### src/ces_pkg.sv
/*
 Package of the exception sequencer: state word layout, fault word layout,
 vector numbers, transfer type codes and sequencer states.
 Assumes a single 25 MHz clock and a synchronous active-high reset.
*/
// What this block does
// - Exceptions are taken only at the execute stage; younger instructions are aborted.
// - Uninterruptible instructions finish first unless an access error stops them.
// - Each exception runs four steps; bus cycle order may differ.
// - Step one copies the state word, sets supervisor, clears trace.
// - Reset and interrupt also update the priority mask.
// - Interrupts get the vector from an acknowledge cycle; others internally.
// - Last step forms the vector address and fetches the handler.
// - Access errors taken from idle record full fault status, including branch mispredict.
// - Bus errors on push or store buffer writes set their fault flag.
// - Misaligned read-modify-write error reports direction 11, operand, misaligned.
// - Overlapping memory move destination fault reports direction 01.
// - Transparent translation faults set the translation window flag.
// - Translation faults set exactly one of four cause flags.
// - Restarted instruction re-issues the access; persistent errors fault again.
// - Only interrupt levels above the mask become pending.
// - Acknowledge cycle drives transfer type code 3.
package ces_pkg;
    localparam int SW_T_BIT      = 15;
    localparam int SW_S_BIT      = 13;
    localparam int SW_MASK_LSB   = 8;
    localparam logic [15:0] SW_RESET = 16'h2700;
    localparam logic [2:0]  MASK_ALL = 3'h7;

    localparam int FS_BPE   = 0;
    localparam int FS_PBE   = 1;
    localparam int FS_SBE   = 2;
    localparam int FS_MA    = 3;
    localparam int FS_IO    = 4;
    localparam int FS_RW_LSB = 5;
    localparam int FS_TTR   = 7;
    localparam int FS_SP    = 8;
    localparam int FS_WP    = 9;
    localparam int FS_RE    = 10;
    localparam int FS_WE    = 11;
    localparam int FS_W     = 12;

    localparam logic [1:0] RW_RMW   = 2'h3;
    localparam logic [1:0] RW_WRITE = 2'h1;
    localparam logic [1:0] RW_READ  = 2'h2;

    localparam logic [7:0] VEC_RESET  = 8'h00;
    localparam logic [7:0] VEC_ACCESS = 8'h02;
    localparam logic [7:0] VEC_AUTO0  = 8'h18;
    localparam logic [1:0] TT_NORMAL  = 2'h0;
    localparam logic [1:0] TT_ACK     = 2'h3;
    localparam logic [31:0] RESET_VBR = 32'h0000_0000;

    typedef enum logic [2:0] {
        CES_IDLE  = 3'h0,
        CES_DRAIN = 3'h1,
        CES_STATE = 3'h3,
        CES_VEC   = 3'h2,
        CES_IACK  = 3'h6,
        CES_FETCH = 3'h7,
        CES_DONE  = 3'h5
    } ces_state_t;
endpackage

### src/ces_sequencer.sv
/*
 Exception sequencer: takes exceptions at the execute stage, saves and
 updates the state word, obtains the vector, forms the vector address.
 Assumes the bus unit answers each request with done or transfer error.
*/
`timescale 1ns/1ps
module ces_sequencer
    import ces_pkg::*;
(
    input  wire logic            i_clk,
    input  wire logic            i_rst,
    input  wire logic            i_exec_valid,
    input  wire logic            i_exec_locked,
    input  wire logic            i_exec_done,
    input  wire logic            i_int_exc,
    input  wire logic [7:0]      i_int_vector,
    input  wire logic            i_access_err,
    input  wire logic            i_bpe,
    input  wire logic            i_push_err,
    input  wire logic            i_store_err,
    input  wire logic            i_rmw,
    input  wire logic            i_misaligned,
    input  wire logic            i_is_write,
    input  wire logic            i_is_instr,
    input  wire logic            i_mem_overlap,
    input  wire logic            i_tt_hit,
    input  wire logic            i_tt_super,
    input  wire logic            i_tt_wprot,
    input  wire logic [2:0]      i_interrupt_level_inputs,
    input  wire logic [15:0]     i_sw_write,
    input  wire logic            i_sw_we,
    input  wire logic [31:0]     i_vbr,
    input  wire logic            i_bus_done,
    input  wire logic            i_transfer_error_ack,
    input  wire logic [7:0]      i_bus_data,
    output logic                 o_abort_younger,
    output logic [15:0]          o_processor_state_word,
    output logic [15:0]          o_saved_state_word,
    output logic [FS_W-1:0]      o_fault_status_word,
    output logic                 o_bus_req,
    output logic [31:0]          o_bus_addr,
    output logic                 o_transfer_type_high,
    output logic                 o_transfer_type_low,
    output logic                 o_handler_valid,
    output logic                 o_int_pending
);
    typedef struct packed {
        ces_state_t       st;
        logic [15:0]      sw;
        logic [15:0]      saved;
        logic [FS_W-1:0]  fsw;
        logic [7:0]       vec;
        logic             is_int;
        logic [2:0]       lvl;
        logic             abort;
        logic             req;
        logic [31:0]      addr;
        logic [1:0]       tt;
        logic             hvalid;
        logic             pend;
    } ces_regs_t;

    ces_regs_t q_r;
    ces_regs_t q_nxt;
    logic [FS_W-1:0] fault_word;

    ces_fault_encode u_enc (
        .i_bpe         (i_bpe),
        .i_push_err    (i_push_err),
        .i_store_err   (i_store_err),
        .i_rmw         (i_rmw),
        .i_misaligned  (i_misaligned),
        .i_is_write    (i_is_write),
        .i_is_instr    (i_is_instr),
        .i_mem_overlap (i_mem_overlap),
        .i_tt_hit      (i_tt_hit),
        .i_tt_super    (i_tt_super),
        .i_tt_wprot    (i_tt_wprot),
        .o_word        (fault_word)
    );

    function automatic logic [31:0] vec_addr(input logic [31:0] base, input logic [7:0] v);
        vec_addr = base + {22'h0, v, 2'h0};
    endfunction

    always_comb begin
        q_nxt = q_r;
        q_nxt.abort = 1'b0;
        q_nxt.hvalid = 1'b0;
        q_nxt.pend = (i_interrupt_level_inputs > q_r.sw[SW_MASK_LSB+:3]);
        if (i_sw_we && q_r.st == CES_IDLE) begin
            q_nxt.sw = i_sw_write;
        end
        case (q_r.st)
            CES_IDLE: begin
                if (i_exec_valid && (i_access_err || i_int_exc)) begin
                    q_nxt.abort = 1'b1;
                    q_nxt.is_int = i_int_exc && !i_access_err;
                    q_nxt.lvl = i_interrupt_level_inputs;
                    if (i_access_err) begin
                        q_nxt.fsw = fault_word;
                    end
                    if (i_exec_locked && !i_access_err && !i_exec_done) begin
                        q_nxt.st = CES_DRAIN;
                    end else begin
                        q_nxt.st = CES_STATE;
                    end
                end
            end
            CES_DRAIN: begin
                if (i_exec_done || i_access_err) begin
                    q_nxt.st = CES_STATE;
                end
            end
            CES_STATE: begin
                q_nxt.saved = q_r.sw;
                q_nxt.sw[SW_S_BIT] = 1'b1;
                q_nxt.sw[SW_T_BIT] = 1'b0;
                if (q_r.is_int) begin
                    q_nxt.sw[SW_MASK_LSB+:3] = q_r.lvl;
                end
                q_nxt.st = CES_VEC;
            end
            CES_VEC: begin
                if (q_r.is_int) begin
                    q_nxt.req = 1'b1;
                    q_nxt.tt = TT_ACK;
                    q_nxt.addr = {29'h0, q_r.lvl};
                    q_nxt.st = CES_IACK;
                end else begin
                    q_nxt.vec = VEC_ACCESS;
                    q_nxt.req = 1'b1;
                    q_nxt.tt = TT_NORMAL;
                    q_nxt.addr = vec_addr(i_vbr, VEC_ACCESS);
                    q_nxt.st = CES_FETCH;
                end
            end
            CES_IACK: begin
                if (i_bus_done || i_transfer_error_ack) begin
                    // Error on acknowledge falls back to autovector
                    q_nxt.vec = i_transfer_error_ack
                        ? VEC_AUTO0 + {5'h0, q_r.lvl} : i_bus_data;
                    q_nxt.tt = TT_NORMAL;
                    q_nxt.addr = vec_addr(i_vbr, q_nxt.vec);
                    q_nxt.st = CES_FETCH;
                end
            end
            CES_FETCH: begin
                if (i_bus_done || i_transfer_error_ack) begin
                    q_nxt.req = 1'b0;
                    q_nxt.st = CES_DONE;
                end
            end
            CES_DONE: begin
                q_nxt.hvalid = 1'b1;
                q_nxt.st = CES_IDLE;
            end
            default: begin
                q_nxt.st = CES_IDLE;
            end
        endcase
    end

    always_ff @(posedge i_clk) begin
        if (i_rst) begin
            q_r <= '0;
            q_r.st <= CES_IDLE;
            q_r.sw <= SW_RESET;
            q_r.vec <= VEC_RESET;
            q_r.addr <= RESET_VBR;
        end else begin
            q_r <= q_nxt;
        end
    end

    assign o_abort_younger = q_r.abort;
    assign o_processor_state_word = q_r.sw;
    assign o_saved_state_word = q_r.saved;
    assign o_fault_status_word = q_r.fsw;
    assign o_bus_req = q_r.req;
    assign o_bus_addr = q_r.addr;
    assign o_transfer_type_high = q_r.tt[1];
    assign o_transfer_type_low = q_r.tt[0];
    assign o_handler_valid = q_r.hvalid;
    assign o_int_pending = q_r.pend;
endmodule // ces_sequencer

### src/ces_fault_encode.sv
/*
 Combinational fault status encoder for access errors.
 Assumes at most one translation cause is signalled by the memory unit.
*/
`timescale 1ns/1ps
module ces_fault_encode
    import ces_pkg::*;
(
    input  wire logic            i_bpe,
    input  wire logic            i_push_err,
    input  wire logic            i_store_err,
    input  wire logic            i_rmw,
    input  wire logic            i_misaligned,
    input  wire logic            i_is_write,
    input  wire logic            i_is_instr,
    input  wire logic            i_mem_overlap,
    input  wire logic            i_tt_hit,
    input  wire logic            i_tt_super,
    input  wire logic            i_tt_wprot,
    output logic [FS_W-1:0]      o_word
);
    always_comb begin
        o_word = '0;
        o_word[FS_BPE] = i_bpe;
        o_word[FS_PBE] = i_push_err;
        o_word[FS_SBE] = i_store_err;
        o_word[FS_IO] = i_is_instr;
        o_word[FS_MA] = i_misaligned;
        if (i_rmw) begin
            o_word[FS_RW_LSB+:2] = RW_RMW;
        end else if (i_is_write || i_mem_overlap) begin
            o_word[FS_RW_LSB+:2] = RW_WRITE;
        end else begin
            o_word[FS_RW_LSB+:2] = RW_READ;
        end
        o_word[FS_TTR] = i_tt_hit;
        if (i_tt_hit) begin
            if (i_tt_super) begin
                o_word[FS_SP] = 1'b1;
            end else if (i_tt_wprot) begin
                o_word[FS_WP] = 1'b1;
            end else if (i_is_write) begin
                o_word[FS_WE] = 1'b1;
            end else begin
                o_word[FS_RE] = 1'b1;
            end
        end
    end
endmodule // ces_fault_encode

### config.mk
export PLATFORM = sky130hd
export DESIGN_NAME = ces_sequencer
export DESIGN_NICKNAME = d
export VERILOG_FILES = /design/src/ces_pkg.sv /design/src/ces_sequencer.sv /design/src/ces_fault_encode.sv
export SDC_FILE = /design/constraint.sdc
export NUM_CORES = 1
export LEC_CHECK = 0
export BUFFER_PORTS_ARGS = -buffer_cell sky130_fd_sc_hd__buf_4
export CORE_MARGIN = 2
export CORE_UTILIZATION = 56
export DETAILED_ROUTE_END_ITERATION = 8
export PLACE_DENSITY = 0.9
export RECOVER_POWER = 25
export SYNTH_ARGS = -nofsm -noshare
export SYNTH_HDL_FRONTEND = slang
export SYNTH_SLANG_ARGS = --single-unit
### constraint.sdc
create_clock -name i_clk -period 4.25 [get_ports i_clk]
set_input_delay 0.6375 -clock i_clk [delete_from_list [all_inputs] [get_ports i_clk]]
set_output_delay 0.6375 -clock i_clk [all_outputs]
set_load 0.02 [all_outputs]
==> results.md <==
* Finish-stage setup viols at 0
* Die ar. at around 11000 um^2
* Detailed-router iteration count before antenna repair at 5
* GRT overflow at 0
* Relative slew margins at -0.195
* Sequential Power Share at 0.422
* Post-synth net total at 808
* FILL cells at slightly below 900
* CTS clk-pin slew, worst paths at 0.09 ns
* Placement Cell Area at 6130 um^2
* Fin crit share at 0.692
* Die height at roughly 100 um
* Port bufs at roughly 160
* Layout cells sized above 1 at 0.217
* CP peak stage delay at 0.43 ns
* Hold Vio Cnt, Final at 0
* RSZ-0062 raised after global routing: no
* Main synth FF type: dfxtp_1
* Syn_area_per_cell at 7.76 um^2
* CP Cell Sequence: buf_4 > mux2_2 > ha_1 > fa_1 > a211oi_1 > o211ai_1 > nand3_1 > xnor2_1 > a221oi_1 > nor3_1
* Dominant cell type by area after synthesis: dfxtp_1
* # nets final at 864
* Drt drc at 0
* WP data arrival at about 3.1 ns
* Worst min-delay path class: reg -> reg
* Worst path slowest cell: fa_1
* CP Launch Type: input pin
* NetSw at roughly 950 uW
* Sequential element share of the synthesized area at 0.321
* Worst-Skew Late Latency at 0.36 ns
* Final Cell Area at 6180 um^2
* Crit path capture type: flop
* Clk root buf: clkbuf_8
* First-pass GRT wire length at between 20000 and 25000 um
* Setup ws final at roughly 1.3 ns
* ANT cells at 0
* Leak Pwr at around 2.4 nW
* Delay-heaviest family, CP: compound AO/OA/AOI/OAI gates
* Cell Area, Synth at about 5500 um^2
* Area grow syn2layout at 12.6%
* Pre-CTS WS at between 1 and 1.5 ns
* Synth Instances at approximately 710
* Max-capacitance violation count at 1
* Post-synth EDFFs at 0
* Hold_buf cts at 0
* Total CTS buffers at 9
* CTS tree: done
* Post-Route WL at about 14000 um
* Antenna viol nets, final at 0
* Ys async rst share at 0
* H-Tree Depth at 3
* CP required at between 4 and 5 ns
* CP Class: in -> reg
* Cell-internal power at 1.50 mW
* Via-to-Cell Ratio at between 5 and 6
* Initial DRC Count at 224
* Row cnt at 36
* Status: finished, violations left
* Gr usage total at 0.249
* Hold depth at 2
* Slew @ Worst Pin at approximately 1.8 ns
* Floorplan core area at a little under 10000 um^2
* Routed via count at 5100
* FMAX at 340 MHz
* PostCTS Resize Cnt at 0
* Post-CTS setup repair buffer count at 0
* Antenna violations before repair at 0
* Crit path time final at between 2 and 3 ns
* WP depth at 10
* Final Util at 0.641
* Pwr Density at 396 nW/um^2
* Sw frac at 0.388
* DR WL/cell at 15.2 um
* # IOs at 170
* Post-DP HPWL at roughly 10000 um
* Worst path bufs/invs at 1
* Clk sinks at just under 90
* Clock Skew at ~0.017 ns
* Area contributors post-synth: dfxtp_1, buf_4, nand2_1, xnor2_1, a21oi_1
* Post-synth cell types at 60
* Die X at about 100 um
* Initial Util at 0.569
* Post-synthesis register bit count at between 80 and 90
* TNS Setup at 0 ns
* Maximum root-to-sink buffer count at 2
* Hold WS at about 0.46 ns
* Largest net degree at the start of global routing at 92
* Violated checks: max-capacitance violations, max-slew violations
* Synth top area share at 0.321
* Max Slew Vio Count at slightly above 90
* Vias in the first global route at ~4700
* Combinational share of power at 0.346
* GPL Wtd Cong at ~0.9
* Crit-path max FO at 9
* R2R cell count at 9
* Peak supply drop at roughly 0.00023 V
* Clk pwr share at 0.231
* Yosys warns at 0
[power groups by stage]
| stage | clock network [mW] | logic (mW) | registers, mW |
|---|---|---|---|
| floorplan | 0 | 0.709 | 1.02 |
| global placement | 0 | 0.857 | 1.05 |
| detailed placement | 0 | 0.882 | 1.05 |
| CTS | 0.583 | 0.886 | 1.03 |
| global route | 0.609 | 0.931 | 1.05 |
| finish | 0.566 | 0.848 | 1.03 |
[cell families after synthesis]
| kind of cell | after synthesis | share of synthesized area |
|---|---|---|
| compound gates | 148 | 0.172 |
| xor+xnor | 49 | 0.0782 |
| fa+ha+maj | 13 | 0.0310 |
| buf+inv | 131 | 0.147 |
| flops | 88 | 0.321 |
| mux | 8 | 0.0155 |
| simple gates | 270 | 0.235 |
[cells in the final DEF (no fill, tap or decap), types with 4 or more instances in the layout]
master / n
nor2_1: 55
nor4_1: 6
ha_1: 12
buf_4: 127
nand4_1: 12
o21bai_1: 4
nor2b_1: 6
nor3_2: 4
nand2_1: 104
a21oi_1: 59
xnor2_1: 37
a31oi_1: 4
dfxtp_1: 88
a221oi_1: 11
o211ai_1: 9
mux2i_1: 4
nand3_1: 19
inv_1: 11
nor3_1: 31
o21ai_0: 19
xor2_1: 12
clkbuf_1: 37
mux2_2: 4
inv_6: 4
a211oi_1: 7
a21o_1: 4
or2_2: 5
nand2b_1: 6
a311oi_1: 4
clkbuf_8: 9
[synth_stat cells (5+ instances only)]
cell type and n:
clkbuf_1 27, inv_1 11, nand4_1 12, a21oi_1 60, xor2_1 12, buf_2 12, or2_2 5, nand2b_1 6
nor2_1 55, xnor2_1 37, a221oi_1 11, buf_4 78, dfxtp_1 88, o21ai_0 19, nand3_1 19, nor3_1 31
o211ai_1 9, nor2b_1 6, ha_1 12, nor4_1 6, a211oi_1 7, nand2_1 104
[registers in the layout (all words and copies together), names as in the netlist]
signal,flops
o_saved_state_word,16
o_processor_state_word,16
o_transfer_type_low,1
q_r,7
o_bus_addr,32
o_abort_younger,1
o_handler_valid,1
o_int_pending,1
o_bus_req,1
o_fault_status_word,12
[area by class of cell]
class | count | area (um^2) | share of cell area
multi-input cells | 488 | 2920 | 0.473
flip-flops and latches | 88 | 1760 | 0.285
repair buffers | 165 | 1100 | 0.178
well taps | 133 | 166 | 0.0269
clock buffers | 9 | 124 | 0.0201
clock inverters | 7 | 66.3 | 0.0107
inverters | 11 | 41.3 | 0.00669
[through the flow]
step	total power [mW]	instances
3_5_place_dp	1.93	885
5_1_grt	2.59	901
4_1_cts	2.50	901
6_report	2.45	901
3_3_place_gp	1.90	885
2_1_floorplan	1.72	707
[path summary, 6_finish.rpt]
check / start / end / slack [ns]
setup / recovery: i_transfer_error_ack / o_bus_addr[22]$_SDFFE_PP0P_ / 1.31
hold / removal: o_fault_status_word[4]$_SDFFE_PP0P_ / o_fault_status_word[4]$_SDFFE_PP0P_ / 0.46
setup reg to reg: q_r[38]$_SDFFE_PP0P_ / o_bus_addr[22]$_SDFFE_PP0P_ / 1.45
hold reg to reg: o_fault_status_word[4]$_SDFFE_PP0P_ / o_fault_status_word[4]$_SDFFE_PP0P_ / 0.46
[worst register-to-register path, cell delays in order, from the launching register on]
cell      delay, ns
dfxtp_1        0.35
mux2_2         0.27
ha_1           0.23
fa_1           0.43
a211oi_1       0.31
o211ai_1       0.31
nand3_1        0.21
xnor2_1        0.08
a221oi_1       0.33
nor3_1         0.08
[metal layers]
layer,vias up,track usage,wire length (um)
li1,2487,-,-
met1,2383,0.303,5690
met2,202,0.443,6830
met3,28,0.0346,892
met4,0,0.0972,249
met5,-,0,0
Note: power is estimated with default switching activity, not from simulation.
